--- config.mk ---
export PLATFORM = sky130hd
export DESIGN_NAME = hhdt_top
export DESIGN_NICKNAME = d
export VERILOG_FILES = /design/src/hhdt_pkg.sv /design/src/hhdt_cfg_store.sv /design/src/hhdt_desc_rom.sv /design/src/hhdt_top.sv
export SDC_FILE = /design/constraint.sdc
export NUM_CORES = 1
export LEC_CHECK = 0
export ABC_AREA = 1
export BUFFER_PORTS_ARGS = -buffer_cell sky130_fd_sc_hd__buf_2
export CAP_MARGIN = 0
export CORE_ASPECT_RATIO = 0.5
export CORE_MARGIN = 3
export CORE_UTILIZATION = 35
export DETAILED_ROUTE_END_ITERATION = 12
export PLACE_DENSITY_LB_ADDON = 0.05
export SYNTH_ARGS = -nofsm -noshare
export SYNTH_HDL_FRONTEND = slang
export SYNTH_SLANG_ARGS = --single-unit
--- constraint.sdc ---
create_clock -name clk -period 1.8 [get_ports clk]
set_input_delay 0.18 -clock clk [delete_from_list [all_inputs] [get_ports clk]]
set_output_delay 0.18 -clock clk [all_outputs]
set_load 0.05 [all_outputs]
--- src/hhdt_pkg.sv ---
// Purpose: shared constants for the high-speed hub descriptor tables
// Assumes: offsets count bytes from the start of the configuration set
// Notes: one name per number; the state enum lives here too
package hhdt_pkg;
    // ----------------------------------------------------------------
    // offsets inside the configuration set
    // ----------------------------------------------------------------
    localparam int OFS_W = 6;
    localparam logic [5:0] OFS_ATTR = 6'h07;
    localparam logic [5:0] OFS_MAX_POWER = 6'h08;
    localparam logic [5:0] OFS_IF_SINGLE = 6'h09;
    localparam logic [5:0] OFS_EP_SINGLE = 6'h12;
    localparam logic [5:0] OFS_IF_MULTI = 6'h19;
    localparam logic [5:0] OFS_EP_MULTI = 6'h22;
    localparam logic [5:0] OFS_LAST = 6'h28;
    // ----------------------------------------------------------------
    // field positions inside one descriptor
    // ----------------------------------------------------------------
    localparam logic [5:0] F_LENGTH = 6'h00;
    localparam logic [5:0] F_TYPE = 6'h01;
    localparam logic [5:0] IF_F_NUMBER = 6'h02;
    localparam logic [5:0] IF_F_ALT = 6'h03;
    localparam logic [5:0] IF_F_NUM_EP = 6'h04;
    localparam logic [5:0] IF_F_CLASS = 6'h05;
    localparam logic [5:0] IF_F_SUBCLASS = 6'h06;
    localparam logic [5:0] IF_F_PROTO = 6'h07;
    localparam logic [5:0] IF_F_STRING = 6'h08;
    localparam logic [5:0] EP_F_ADDR = 6'h02;
    localparam logic [5:0] EP_F_ATTR = 6'h03;
    localparam logic [5:0] EP_F_MPS_LO = 6'h04;
    localparam logic [5:0] EP_F_MPS_HI = 6'h05;
    localparam logic [5:0] EP_F_INTERVAL = 6'h06;
    // ----------------------------------------------------------------
    // field values
    // ----------------------------------------------------------------
    localparam logic [7:0] IF_LENGTH = 8'h09;
    localparam logic [7:0] IF_TYPE = 8'h04;
    localparam logic [7:0] IF_NUMBER = 8'h00;
    localparam logic [7:0] IF_ALT_SINGLE = 8'h00;
    localparam logic [7:0] IF_ALT_MULTI = 8'h01;
    localparam logic [7:0] IF_NUM_EP = 8'h01;
    localparam logic [7:0] IF_CLASS_HUB = 8'h09;
    localparam logic [7:0] IF_SUBCLASS = 8'h00;
    localparam logic [7:0] IF_PROTO_SINGLE = 8'h01;
    localparam logic [7:0] IF_PROTO_MULTI = 8'h02;
    localparam logic [7:0] IF_STRING = 8'h00;
    localparam logic [7:0] EP_LENGTH = 8'h07;
    localparam logic [7:0] EP_TYPE = 8'h05;
    localparam logic [7:0] EP_ADDR_IN1 = 8'h81;
    localparam logic [7:0] EP_ATTR_INTR = 8'h03;
    localparam logic [15:0] EP_MAX_PACKET = 16'h0001;
    localparam logic [7:0] EP_INTERVAL = 8'h0C;
    localparam logic [7:0] ATTR_BUS = 8'hA0;
    localparam logic [7:0] ATTR_SELF = 8'hE0;
    // ----------------------------------------------------------------
    // reset values of the stored power limits (2 mA units, plain defaults)
    // ----------------------------------------------------------------
    localparam logic [7:0] DEF_BUS_LIMIT = 8'h01;
    localparam logic [7:0] DEF_SELF_LIMIT = 8'h01;
    // ----------------------------------------------------------------
    // sequencer states
    // ----------------------------------------------------------------
    typedef enum logic [3:0] {
        ST_IDLE = 4'b0001,
        ST_FETCH = 4'b0010,
        ST_LOAD = 4'b0100,
        ST_SEND = 4'b1000
    } hhdt_state_type;
endpackage : hhdt_pkg

--- src/hhdt_cfg_store.sv ---
// Purpose: holds the power limits and the synchronised supply mode
// Assumes: load strobes come from the start-up loader on clk
// Notes: writes after load_done are ignored until the next reset
module hhdt_cfg_store
    import hhdt_pkg::*;
(
    input wire logic clk,
    input wire logic rst,
    input wire logic supply_mode_pin,
    input wire logic cfg_wr_valid,
    input wire logic cfg_wr_sel,
    input wire logic [7:0] cfg_wr_data,
    input wire logic cfg_load_done,
    output logic supply_mode_select,
    output logic [7:0] bus_powered_power_limit,
    output logic [7:0] self_powered_power_limit,
    output logic cfg_ready
);
    logic mode_meta;
    logic next_ready;
    logic [7:0] next_bus;
    logic [7:0] next_self;

    // defaults stand from reset; a serial load overwrites them before done
    always_comb
    begin
        next_bus = bus_powered_power_limit;
        next_self = self_powered_power_limit;
        next_ready = cfg_ready | cfg_load_done;
        if (cfg_wr_valid && !cfg_ready)
        begin
            if (cfg_wr_sel)
                next_self = cfg_wr_data;
            else
                next_bus = cfg_wr_data;
        end
    end

    always_ff @(posedge clk or posedge rst)
    begin
        if (rst)
        begin
            mode_meta <= 1'b0;
            supply_mode_select <= 1'b0;
            bus_powered_power_limit <= DEF_BUS_LIMIT;
            self_powered_power_limit <= DEF_SELF_LIMIT;
            cfg_ready <= 1'b0;
        end
        else
        begin
            mode_meta <= supply_mode_pin;
            supply_mode_select <= mode_meta;
            bus_powered_power_limit <= next_bus;
            self_powered_power_limit <= next_self;
            cfg_ready <= next_ready;
        end
    end
endmodule : hhdt_cfg_store

--- src/hhdt_desc_rom.sv ---
// Purpose: fixed interface and endpoint descriptor bytes, registered read
// Assumes: rd_addr is a configuration-set offset from the same clock
// Notes: bytes outside the fixed tables read as 00h
module hhdt_desc_rom
    import hhdt_pkg::*;
(
    input wire logic clk,
    input wire logic rst,
    input wire logic [5:0] rd_addr,
    output logic [7:0] rd_data
);
    logic [7:0] next_rd_data;

    function automatic logic [7:0] if_byte(input logic [5:0] rel, input logic multi);
        case (rel)
            F_LENGTH: if_byte = IF_LENGTH;
            F_TYPE: if_byte = IF_TYPE;
            IF_F_NUMBER: if_byte = IF_NUMBER;
            IF_F_ALT: if_byte = multi ? IF_ALT_MULTI : IF_ALT_SINGLE;
            IF_F_NUM_EP: if_byte = IF_NUM_EP;
            IF_F_CLASS: if_byte = IF_CLASS_HUB;
            IF_F_SUBCLASS: if_byte = IF_SUBCLASS;
            IF_F_PROTO: if_byte = multi ? IF_PROTO_MULTI : IF_PROTO_SINGLE;
            IF_F_STRING: if_byte = IF_STRING;
            default: if_byte = 8'h00;
        endcase
    endfunction : if_byte

    // one table serves both alternate settings
    function automatic logic [7:0] ep_byte(input logic [5:0] rel);
        case (rel)
            F_LENGTH: ep_byte = EP_LENGTH;
            F_TYPE: ep_byte = EP_TYPE;
            EP_F_ADDR: ep_byte = EP_ADDR_IN1;
            EP_F_ATTR: ep_byte = EP_ATTR_INTR;
            EP_F_MPS_LO: ep_byte = EP_MAX_PACKET[7:0];
            EP_F_MPS_HI: ep_byte = EP_MAX_PACKET[15:8];
            EP_F_INTERVAL: ep_byte = EP_INTERVAL;
            default: ep_byte = 8'h00;
        endcase
    endfunction : ep_byte

    always_comb
    begin
        next_rd_data = 8'h00;
        if (rd_addr >= OFS_EP_MULTI && rd_addr <= OFS_LAST)
            next_rd_data = ep_byte(6'(rd_addr - OFS_EP_MULTI));
        else if (rd_addr >= OFS_IF_MULTI)
            next_rd_data = if_byte(6'(rd_addr - OFS_IF_MULTI), 1'b1);
        else if (rd_addr >= OFS_EP_SINGLE)
            next_rd_data = ep_byte(6'(rd_addr - OFS_EP_SINGLE));
        else if (rd_addr >= OFS_IF_SINGLE)
            next_rd_data = if_byte(6'(rd_addr - OFS_IF_SINGLE), 1'b0);
    end

    always_ff @(posedge clk or posedge rst)
    begin
        if (rst)
            rd_data <= 8'h00;
        else
            rd_data <= next_rd_data;
    end
endmodule : hhdt_desc_rom

--- src/hhdt_top.sv ---
// Purpose: streams the tail of the high-speed configuration set to the host side
// Assumes: set_req and desc_ready come from upstream logic on clk
// Notes: one byte per handshake, offsets 07h to 28h in ascending order
//
// Behaviour
// - maximum-power byte counts in 2 mA steps, covering all hub circuitry.
// - mode bit 0 reports the bus limit, 1 reports the self limit.
// - both limits come from the stored field, defaults or serial load.
// - interface descriptors are 9 bytes, type 04h, interface number 00h.
// - alternate setting 00h for single translator, 01h for multiple.
// - protocol 01h for single translator, 02h for multiple.
// - each interface has one endpoint, class 09h, subclass 00h.
// - interface string index is 00h in both interfaces.
// - endpoint descriptor is 7 bytes, type 05h, address 81h.
// - endpoint attributes are 03h, interrupt data endpoint.
// - endpoint maximum packet size is 0001h.
// - endpoint polling interval is 0Ch.
// - both alternate settings carry the same endpoint descriptor.
// - attributes read A0h when bus powered, E0h when self powered.
module hhdt_top
    import hhdt_pkg::*;
(
    input wire logic clk,
    input wire logic rst,
    input wire logic supply_mode_pin,
    input wire logic cfg_wr_valid,
    input wire logic cfg_wr_sel,
    input wire logic [7:0] cfg_wr_data,
    input wire logic cfg_load_done,
    input wire logic set_req,
    input wire logic desc_ready,
    output logic desc_valid,
    output logic [7:0] desc_byte,
    output logic [5:0] desc_offset,
    output logic desc_last,
    output logic busy,
    output logic cfg_ready
);
    hhdt_state_type state;
    hhdt_state_type next_state;
    logic [5:0] addr;
    logic [5:0] next_addr;
    logic next_valid;
    logic [7:0] next_byte;
    logic [5:0] next_offset;
    logic next_last;
    logic next_busy;
    logic [7:0] rom_data;
    logic supply_mode_select;
    logic [7:0] bus_powered_power_limit;
    logic [7:0] self_powered_power_limit;

    // ----------------------------------------------------------------
    // stored configuration and fixed tables
    // ----------------------------------------------------------------
    hhdt_cfg_store u_store (
        .clk(clk),
        .rst(rst),
        .supply_mode_pin(supply_mode_pin),
        .cfg_wr_valid(cfg_wr_valid),
        .cfg_wr_sel(cfg_wr_sel),
        .cfg_wr_data(cfg_wr_data),
        .cfg_load_done(cfg_load_done),
        .supply_mode_select(supply_mode_select),
        .bus_powered_power_limit(bus_powered_power_limit),
        .self_powered_power_limit(self_powered_power_limit),
        .cfg_ready(cfg_ready)
    );

    hhdt_desc_rom u_rom (
        .clk(clk),
        .rst(rst),
        .rd_addr(addr),
        .rd_data(rom_data)
    );

    // ----------------------------------------------------------------
    // byte sequencer
    // ----------------------------------------------------------------
    always_comb
    begin
        next_state = state;
        next_addr = addr;
        next_valid = desc_valid;
        next_byte = desc_byte;
        next_offset = desc_offset;
        next_last = desc_last;
        next_busy = busy;
        case (state)
            ST_IDLE:
            begin
                // requests before the limits are settled are ignored
                if (set_req && cfg_ready)
                begin
                    next_addr = OFS_ATTR;
                    next_busy = 1'b1;
                    next_state = ST_FETCH;
                end
            end
            ST_FETCH:
                next_state = ST_LOAD;
            ST_LOAD:
            begin
                if (addr == OFS_ATTR)
                    next_byte = supply_mode_select ? ATTR_SELF : ATTR_BUS;
                else if (addr == OFS_MAX_POWER)
                    next_byte = supply_mode_select ? self_powered_power_limit
                                                   : bus_powered_power_limit;
                else
                    next_byte = rom_data;
                next_offset = addr;
                next_last = (addr == OFS_LAST);
                next_valid = 1'b1;
                next_state = ST_SEND;
            end
            ST_SEND:
            begin
                if (desc_ready)
                begin
                    next_valid = 1'b0;
                    if (desc_last)
                    begin
                        next_busy = 1'b0;
                        next_last = 1'b0;
                        next_state = ST_IDLE;
                    end
                    else
                    begin
                        next_addr = 6'(addr + 6'h01);
                        next_state = ST_FETCH;
                    end
                end
            end
            default:
            begin
                next_state = ST_IDLE;
                next_valid = 1'b0;
                next_busy = 1'b0;
                next_last = 1'b0;
            end
        endcase
    end

    always_ff @(posedge clk or posedge rst)
    begin
        if (rst)
        begin
            state <= ST_IDLE;
            addr <= 6'h00;
            desc_valid <= 1'b0;
            desc_byte <= 8'h00;
            desc_offset <= 6'h00;
            desc_last <= 1'b0;
            busy <= 1'b0;
        end
        else
        begin
            state <= next_state;
            addr <= next_addr;
            desc_valid <= next_valid;
            desc_byte <= next_byte;
            desc_offset <= next_offset;
            desc_last <= next_last;
            busy <= next_busy;
        end
    end

    // ----------------------------------------------------------------
    // checks
    // ----------------------------------------------------------------
    logic load_mode;
    logic [5:0] prev_offset;

    always_ff @(posedge clk or posedge rst)
    begin
        if (rst)
        begin
            load_mode <= 1'b0;
            prev_offset <= 6'h00;
        end
        else
        begin
            if (state == ST_LOAD)
                load_mode <= supply_mode_select;
            if (desc_valid && desc_ready)
                prev_offset <= desc_offset;
        end
    end

    property p_power_bus;
        @(posedge clk) disable iff (rst)
        desc_valid && desc_offset == OFS_MAX_POWER && !load_mode
            |-> desc_byte == bus_powered_power_limit;
    endproperty
    a_power_bus: assert property (p_power_bus) else $error("bus limit not reported");

    property p_power_self;
        @(posedge clk) disable iff (rst)
        desc_valid && desc_offset == OFS_MAX_POWER && load_mode
            |-> desc_byte == self_powered_power_limit;
    endproperty
    a_power_self: assert property (p_power_self) else $error("self limit not reported");

    property p_attr;
        @(posedge clk) disable iff (rst)
        desc_valid && desc_offset == OFS_ATTR
            |-> desc_byte == (load_mode ? ATTR_SELF : ATTR_BUS);
    endproperty
    a_attr: assert property (p_attr) else $error("attributes do not match mode");

    property p_if_head;
        @(posedge clk) disable iff (rst)
        desc_valid && desc_ready
            && (desc_offset == OFS_IF_SINGLE || desc_offset == OFS_IF_MULTI)
            |-> desc_byte == IF_LENGTH ##1 !desc_valid [*2] ##1 desc_byte == IF_TYPE;
    endproperty
    a_if_head: assert property (p_if_head) else $error("interface header wrong");

    property p_alt;
        @(posedge clk) disable iff (rst)
        desc_valid && (desc_offset == OFS_IF_SINGLE + IF_F_ALT
            || desc_offset == OFS_IF_MULTI + IF_F_ALT)
            |-> desc_byte == (desc_offset == OFS_IF_MULTI + IF_F_ALT ? IF_ALT_MULTI : IF_ALT_SINGLE);
    endproperty
    a_alt: assert property (p_alt) else $error("alternate setting wrong");

    property p_proto;
        @(posedge clk) disable iff (rst)
        desc_valid && desc_offset == OFS_IF_MULTI + IF_F_PROTO |-> desc_byte == IF_PROTO_MULTI;
    endproperty
    a_proto: assert property (p_proto) else $error("multi protocol wrong");

    property p_proto_single;
        @(posedge clk) disable iff (rst)
        desc_valid && desc_offset == OFS_IF_SINGLE + IF_F_PROTO
            |-> desc_byte == IF_PROTO_SINGLE;
    endproperty
    a_proto_single: assert property (p_proto_single) else $error("single protocol wrong");

    property p_class;
        @(posedge clk) disable iff (rst)
        desc_valid && desc_offset == OFS_IF_SINGLE + IF_F_CLASS |-> desc_byte == IF_CLASS_HUB;
    endproperty
    a_class: assert property (p_class) else $error("hub class wrong");

    property p_string;
        @(posedge clk) disable iff (rst)
        desc_valid && desc_offset == OFS_IF_MULTI + IF_F_STRING |-> desc_byte == IF_STRING;
    endproperty
    a_string: assert property (p_string) else $error("string index wrong");

    property p_ep_addr;
        @(posedge clk) disable iff (rst)
        desc_valid && (desc_offset == OFS_EP_SINGLE + EP_F_ADDR
            || desc_offset == OFS_EP_MULTI + EP_F_ADDR) |-> desc_byte == EP_ADDR_IN1;
    endproperty
    a_ep_addr: assert property (p_ep_addr) else $error("endpoint address wrong");

    property p_ep_attr;
        @(posedge clk) disable iff (rst)
        desc_valid && desc_offset == OFS_EP_SINGLE + EP_F_ATTR |-> desc_byte == EP_ATTR_INTR;
    endproperty
    a_ep_attr: assert property (p_ep_attr) else $error("endpoint attributes wrong");

    property p_mps;
        @(posedge clk) disable iff (rst)
        desc_valid && desc_ready && desc_offset == OFS_EP_MULTI + EP_F_MPS_LO
            |-> desc_byte == EP_MAX_PACKET[7:0] ##3 desc_byte == EP_MAX_PACKET[15:8];
    endproperty
    a_mps: assert property (p_mps) else $error("max packet size wrong");

    property p_interval;
        @(posedge clk) disable iff (rst)
        desc_valid && desc_offset == OFS_EP_MULTI + EP_F_INTERVAL |-> desc_byte == EP_INTERVAL;
    endproperty
    a_interval: assert property (p_interval) else $error("interval wrong");

    property p_order;
        @(posedge clk) disable iff (rst)
        desc_valid && desc_ready && !desc_last
            |=> !desc_valid [*2] ##1 desc_valid && desc_offset == 6'(prev_offset + 6'h01);
    endproperty
    a_order: assert property (p_order) else $error("offsets not ascending");

    property p_start;
        @(posedge clk) disable iff (rst)
        !busy && set_req && cfg_ready |-> ##3 desc_valid && desc_offset == OFS_ATTR;
    endproperty
    a_start: assert property (p_start) else $error("set does not start at attributes");

    property p_hold;
        @(posedge clk) disable iff (rst)
        desc_valid && !desc_ready |=> desc_valid && $stable(desc_byte) && $stable(desc_offset);
    endproperty
    a_hold: assert property (p_hold) else $error("byte dropped under stall");

    property p_ep_len;
        @(posedge clk) disable iff (rst)
        desc_valid && (desc_offset == OFS_EP_SINGLE || desc_offset == OFS_EP_MULTI)
            |-> desc_byte == EP_LENGTH;
    endproperty
    a_ep_len: assert property (p_ep_len) else $error("endpoint length wrong");

    // the last flag marks exactly the final offset of the set
    property p_last;
        @(posedge clk) disable iff (rst)
        desc_valid |-> desc_last == (desc_offset == OFS_LAST);
    endproperty
    a_last: assert property (p_last) else $error("last flag misplaced");

    c_full_set: cover property (@(posedge clk) disable iff (rst) desc_valid && desc_ready && desc_last);
    c_self: cover property (@(posedge clk) disable iff (rst)
        desc_valid && desc_offset == OFS_MAX_POWER && load_mode);
    c_stall: cover property (@(posedge clk) disable iff (rst) desc_valid && !desc_ready [*3]);
    c_multi_alt: cover property (@(posedge clk) disable iff (rst)
        desc_valid && desc_ready && desc_offset == OFS_IF_MULTI + IF_F_ALT);
endmodule : hhdt_top

# Word level (Yosys, flattened, before mapping)
# Memory sizes are Yosys's and may differ from the RTL's.
# Cells that the tools add are included.
classes:
  n_lt_le_gt_ge: 5
  mux: 27
  n_eq_ne: 21
  n_addsub: 5
  reduce_logical: 17
  bitwise_logic: 4
op_table:
  columns: ["operator", "n"]
  rows:
  - ["8-bit one-hot mux with 6 select lines", 2]
  - ["8-bit 2-to-1 mux", 9]
  - ["6-bit by 3-bit == test with 1-bit output (second input constant)", 5]
  - ["6-bit by 2-bit == test with 1-bit output (second input constant)", 4]
  - ["6-bit 2-to-1 mux", 3]
  - ["4-bit one-hot mux with 4 select lines", 1]
  - ["6-bit by 1-bit == test with 1-bit output (second input constant)", 2]
  - ["6-bit by 5-bit >= comparator with 1-bit output (second input constant)", 2]
  - ["6-bit logical NOT", 2]
  - ["6-bit one-hot mux with 2 select lines", 1]
  - ["6-bit by 5-bit subtractor with 6-bit output (second input constant)", 2]
  - ["1-bit one-hot mux with 3 select lines", 3]
  - ["4-bit 2-to-1 mux", 2]
  - ["2-bit inequality test (second input constant)", 4]
  - ["2-bit AND reduction", 4]
  - ["4-bit AND reduction", 2]
  - ["7-bit 2-to-1 mux", 1]
  - ["6-bit by 1-bit adder with 6-bit output (second input constant)", 1]
  - ["6-bit by 4-bit == test with 1-bit output (second input constant)", 1]
  - ["6-bit == test (second input constant)", 1]
  - ["6-bit by 4-bit >= comparator with 1-bit output (second input constant)", 1]
  - ["6-bit >= comparator (second input constant)", 1]
  - ["6-bit <= comparator (second input constant)", 1]
  - ["6-bit by 4-bit subtractor with 6-bit output (second input constant)", 1]
  - ["other kinds (14)", 23]
word_totals:
  mem_bits_ro: 112
  output_inout_bits: 18
  in_bits: 16
  word_cells: 94
  memories: 2
  reg_bits: 54
memory_table:
  columns: ["name", "words", "word_bits", "rd", "rd_ports_with_merged_regs", "write_ports", "line", "text"]
  rows:
  - ["(no name shown)", 16, 4, 1, 0, 0, "hhdt_desc_rom.sv:15", "case (rel)"]
  - ["(no name shown)", 16, 3, 1, 0, 0, "hhdt_desc_rom.sv:15", null]

# Depth between registers and ports, before layout
depth:
  ltp_word: 7
  mapped_depth: 13
  ltp_nobuf: 13

# Cells and area by module
# A second synthesis with hierarchy kept.
unflattened:
  cells_unflattened: 413
  area_unflattened_um2: 3106.7
by_module_without_submodules:
  columns: ["mod", "instances", "seq_area_each_um2", "area_each_um2", "cells_each"]
  rows:
  - ["hhdt_top", 1, 676.9, 1473.9, 196]
  - ["hhdt_desc_rom", 1, 125.1, 832.0, 140]
  - ["hhdt_cfg_store", 1, 478.0, 800.8, 77]

# Worst setup path after synthesis
# OpenSTA, ideal clock, no wires.
synth_timing:
  path_kind: "register to register"
  startpoint: "register addr[1]"
  endpoint: "register u_rom.rd_data[0]"
  arrival_time_ns: 1.610
  required_time_ns: 1.681
  period_less_slack_ns: 1.729
  path_buffers: 0
  stages_incl_launch_ff: 11
  setup_ns: 0.119
  setup_slack_ns: 0.071
  path_cell_list: "dfrtp_1 > inv_1 > ha_1 > nand2_1 > nand2_2 > xor2_2 > nor2_1 > nand3_1 > nand2_1 > nor2_1 > nor2_1"
synth_via:
  elab_chain_cells: 7
  word_cells_on_any_way: 34
  cone_classes: "add/sub (4); order compare (5); eq/ne (10); mux (8); reduce/logical (5); memory (2)"
synth_rtl:
  columns: ["element", "line", "text"]
  rows:
  - ["from (decl)", "hhdt_top.sv:41", "logic [5:0] addr;"]
  - ["from (signal assigned)", "hhdt_top.sv:159", "addr <= next_addr;"]
  - ["6-bit by 4-bit subtractor with 6-bit output", "hhdt_desc_rom.sv:53", "next_rd_data = if_byte(6'(rd_addr - OFS_IF_SINGLE), 1'b0);"]
  - ["memory 16 x 3 bit or 2-bit logical NOT (tied branches)", null, null]
  - ["8-bit 2-to-1 mux", "hhdt_desc_rom.sv:15", null]
  - ["8-bit 2-to-1 mux", "hhdt_desc_rom.sv:52", "else if (rd_addr >= OFS_IF_SINGLE)"]
  - ["8-bit 2-to-1 mux", "hhdt_desc_rom.sv:50", "else if (rd_addr >= OFS_EP_SINGLE)"]
  - ["8-bit 2-to-1 mux", "hhdt_desc_rom.sv:48", "else if (rd_addr >= OFS_IF_MULTI)"]
  - ["8-bit 2-to-1 mux (*)", "hhdt_desc_rom.sv:46", "if (rd_addr >= OFS_EP_MULTI && rd_addr <= OFS_LAST)"]
  - ["named net u_rom.next_rd_data[0]", "hhdt_desc_rom.sv:12", "logic [7:0] next_rd_data;"]
  - ["to (signal assigned)", "hhdt_desc_rom.sv:61", "rd_data <= next_rd_data;"]
  - ["to (decl)", "hhdt_desc_rom.sv:10", "output logic [7:0] rd_data"]
# The timed path passes the listed nets; every way through them passes the cells marked *.
# A chain may end at the register's enable or synchronous reset.

# Worst setup path after layout
layout_timing:
  startpoint: "register addr[1]"
  endpoint: "register desc_byte[7]"
layout_via:
  elab_chain_cells: 3
  word_cells_on_any_way: 4
  cone_classes: "eq/ne (2); mux (2)"
layout_rtl:
  columns: ["element", "line", "text"]
  rows:
  - ["6-bit by 4-bit == test with 1-bit output", "hhdt_top.sv:106", "else if (addr == OFS_MAX_POWER)"]
  - ["8-bit 2-to-1 mux", "hhdt_top.sv:106", null]
  - ["8-bit 2-to-1 mux (*)", "hhdt_top.sv:104", "if (addr == OFS_ATTR)"]
  - ["to (signal assigned)", "hhdt_top.sv:161", "desc_byte <= next_byte;"]
  - ["to (decl)", "hhdt_top.sv:33", "output logic [7:0] desc_byte,"]
# Mark *: on every way between the ends. The rest lies on a longest branch, timed or not.

==> metrics.txt <==
outcome completed; CTS Buf Count 5; first-pass GRT wire length 13.0 mm; row cnt 23; total core area 8120 µm²; Placed Area 3360 µm²; port bufs 33; clk_skew 7.74 ps; top cells by count, synth nand2_1 (93), dfrtp_1 (48), o21ai_0 (35), inv_1 (34), nor2_1 (27); final setup TNS 0 ps; vias in the first global route 2530; met2 GRT Util 0.262; Buf+Inv Stages, Crit Path 4; # clock sinks 51; period utilisation layout 0.931; DP Wirelength 5.71 mm; largest net degree at the start of global routing 31; Synth Warn # 0; grt ovf 0; share of Yosys cell area claimed by the top area cell type 0.405; FMAX 597 MHz; Seq/Total Area, Yosys 0.432; initial core utilization 0.365; Hold Vio Cnt, Final 0; CP Max Fanout 11; worst path required time 2000 ps; GR Util met3 0.0376; Worst-Skew Late Latency 300 ps; Worst Hold Class input pin to flop; top-count cell post-synth nand2_1; Max-cap violations 0; Post-DRT Antenna Nets 0; global-route total usage across every layer 0.170; Synth Instances 369; asr flop ratio synth 1.00; Die H 71.1 µm; Power Dens Cells 1290 nW/µm²; number of I/O pins 34; CTS max path bufs 2; Worst slew margin 0.624; clock slew at reported path FFs 80 ps; vias after detailed routing 2506; H-tree depth 2; crit path launch type flop; fin crit period 1680 ps; TritonCTS clock tree yes; DRC Markers 0; Yosys cell types 35; Yosys reg bits 51; Critical Path AT 1870 ps; final setup fails 0; Layout Nets 448; main area contributors after synthesis dfrtp_1 (41%), nand2_1 (12%), o21ai_0 (5.9%); cell taking the most area after synthesis dfrtp_1; full die area 9680 µm²; share of layout cells above drive strength 1 0.289; P&R area growth vs syn 19.7%; maximum vdd drop 0.000441 V; cell chain of the critical path inv_2 > ha_2 > nand2_4 > nor3_2 > buf_4 > inv_1 > nand2_1 > nand2_1 > o22ai_1 > inv_1; # fillers 873; Avg Inst Size Synth 8.03 µm²; syn_nets 396; Critical Path Sink Type flop; met1 Use GR 0.240; Design Area, Final 3550 µm²; n_diodes 0; drt total wl 7.59 mm; antenna violations before repair 0; number of synthesized flops with an enable pin 0; Main synth FF type dfrtp_1; CP delay by family, top buffers and inverters; utilization after layout 0.437; slowest stage cell, crit path dfrtp_1; max-slew violations 0; Worst R2R Setup Slack 120 ps; GRT Max-Usage Layer met2; initial DRC count 175; DRT Pass-1 Iters 4; clock root buffer clkbuf_16; critical path class flop to flop; Leak 1.83 nW; actual slew at the worst max-slew pin 562 ps; WL/cell 14.2 µm; chip width 136 µm; Largest stage delay, worst path 400 ps; drt via density 4.69; GPL Wtd Cong 0.874; Post-Syn Area 2960 µm²
-- worst reg2reg max path, cell delays in order, from the launching register on --
cell and delay (ps):
dfrtp_1 400, inv_2 110, ha_2 240, nand2_4 90, nor3_2 180, buf_4 200, inv_1 90, nand2_1 60
nand2_1 40, o22ai_1 120, inv_1 50
-- layout make-up --
type / instances / area [µm²] / area share
multi-input cells: 263 / 1450 / 0.409
flip-flops and latches: 51 / 1280 / 0.361
repair buffers: 55 / 348 / 0.0981
inverters: 45 / 174 / 0.0490
well taps: 112 / 140 / 0.0395
clock buffers: 5 / 125 / 0.0353
clock inverters: 3 / 28.8 / 0.00811
-- sequential cells by signal, summed over array words and instances, names as in the netlist --
signal	flops
addr	6
busy	1
desc_byte	8
desc_last	1
desc_offset	6
desc_valid	1
state	4
u_rom.rd_data	5
u_store.bus_powered_power_limit	8
u_store.cfg_ready	1
u_store.mode_meta	1
u_store.self_powered_power_limit	8
u_store.supply_mode_select	1
-- cell families after synthesis --
| kind of cell | count (synthesis) | share of synthesized area |
|---|---|---|
| buf+inv | 55 | 0.0815 |
| compound gates | 61 | 0.122 |
| simple gates | 187 | 0.304 |
| xor+xnor | 4 | 0.0144 |
| flops | 51 | 0.432 |
| fa+ha+maj | 11 | 0.0464 |
-- cells in the final DEF (no fill, tap or decap), types with 3 or more instances in the layout --
cell       count
a21oi_1        8
buf_2         33
buf_4         19
clkbuf_16      5
dfrtp_1       47
dfstp_2        3
ha_1           9
inv_1         32
inv_2         10
nand2_1       93
nand2_2       11
nand2_4        4
nand3_1       26
nand3_2        4
nand4_1        5
nor2_1        26
nor2_2         7
nor2_4         3
nor3_2         3
o211ai_1       6
o21ai_0       35
o21ai_2        5
xor2_1         3
-- what timing repair did --
item                                    in CTS  in global routing
resized for setup                            0                  5
buffers inserted                             0                  1
hold buffers                                 2                  0
hold endpoints to repair                    20                  0
endpoints found under the setup margin       0                  9
-- stage by stage --
stage,worst slack (ps),total power [mW],std cells,hold slack [ps]
5_1_grt,-1.60,4.90,534,63.4
2_1_floorplan,71.4,2.94,369,211
4_1_cts,35.9,4.58,533,62.3
3_5_place_dp,59.8,3.55,523,251
3_3_place_gp,83.3,3.53,523,236
6_report,125,4.57,534,67.4
-- final timing paths --
path,startpoint,endpoint,cells after the start
setup / recovery,addr[1],desc_byte[7],10
setup reg to reg,addr[1],desc_byte[7],10
min in group asynchronous,rst,u_store.self_powered_power_limit[2],3
hold reg to reg,u_store.mode_meta,u_store.supply_mode_select,0
max in group asynchronous,rst,state[0],4
hold / removal,cfg_load_done,u_store.cfg_ready,2
-- metal layers --
layer / routed length (µm) / vias up / share of wire
met4: 82 / 0 / 0.011
met5: 0 / - / 0
li1: - / 1287 / -
met3: 301 / 7 / 0.040
met1: 3910 / 1173 / 0.52
met2: 3290 / 39 / 0.43
-- report_power, final --
part	leakage [nW]	total [mW]	internal, mW	switching (mW)
combinational	1.09	2.09	0.689	1.41
clock	0.0759	1.02	0.532	0.484
sequential	0.662	1.46	1.35	0.118
total	1.83	4.57	2.57	2.01
Note: power is estimated with default switching activity, not from simulation.
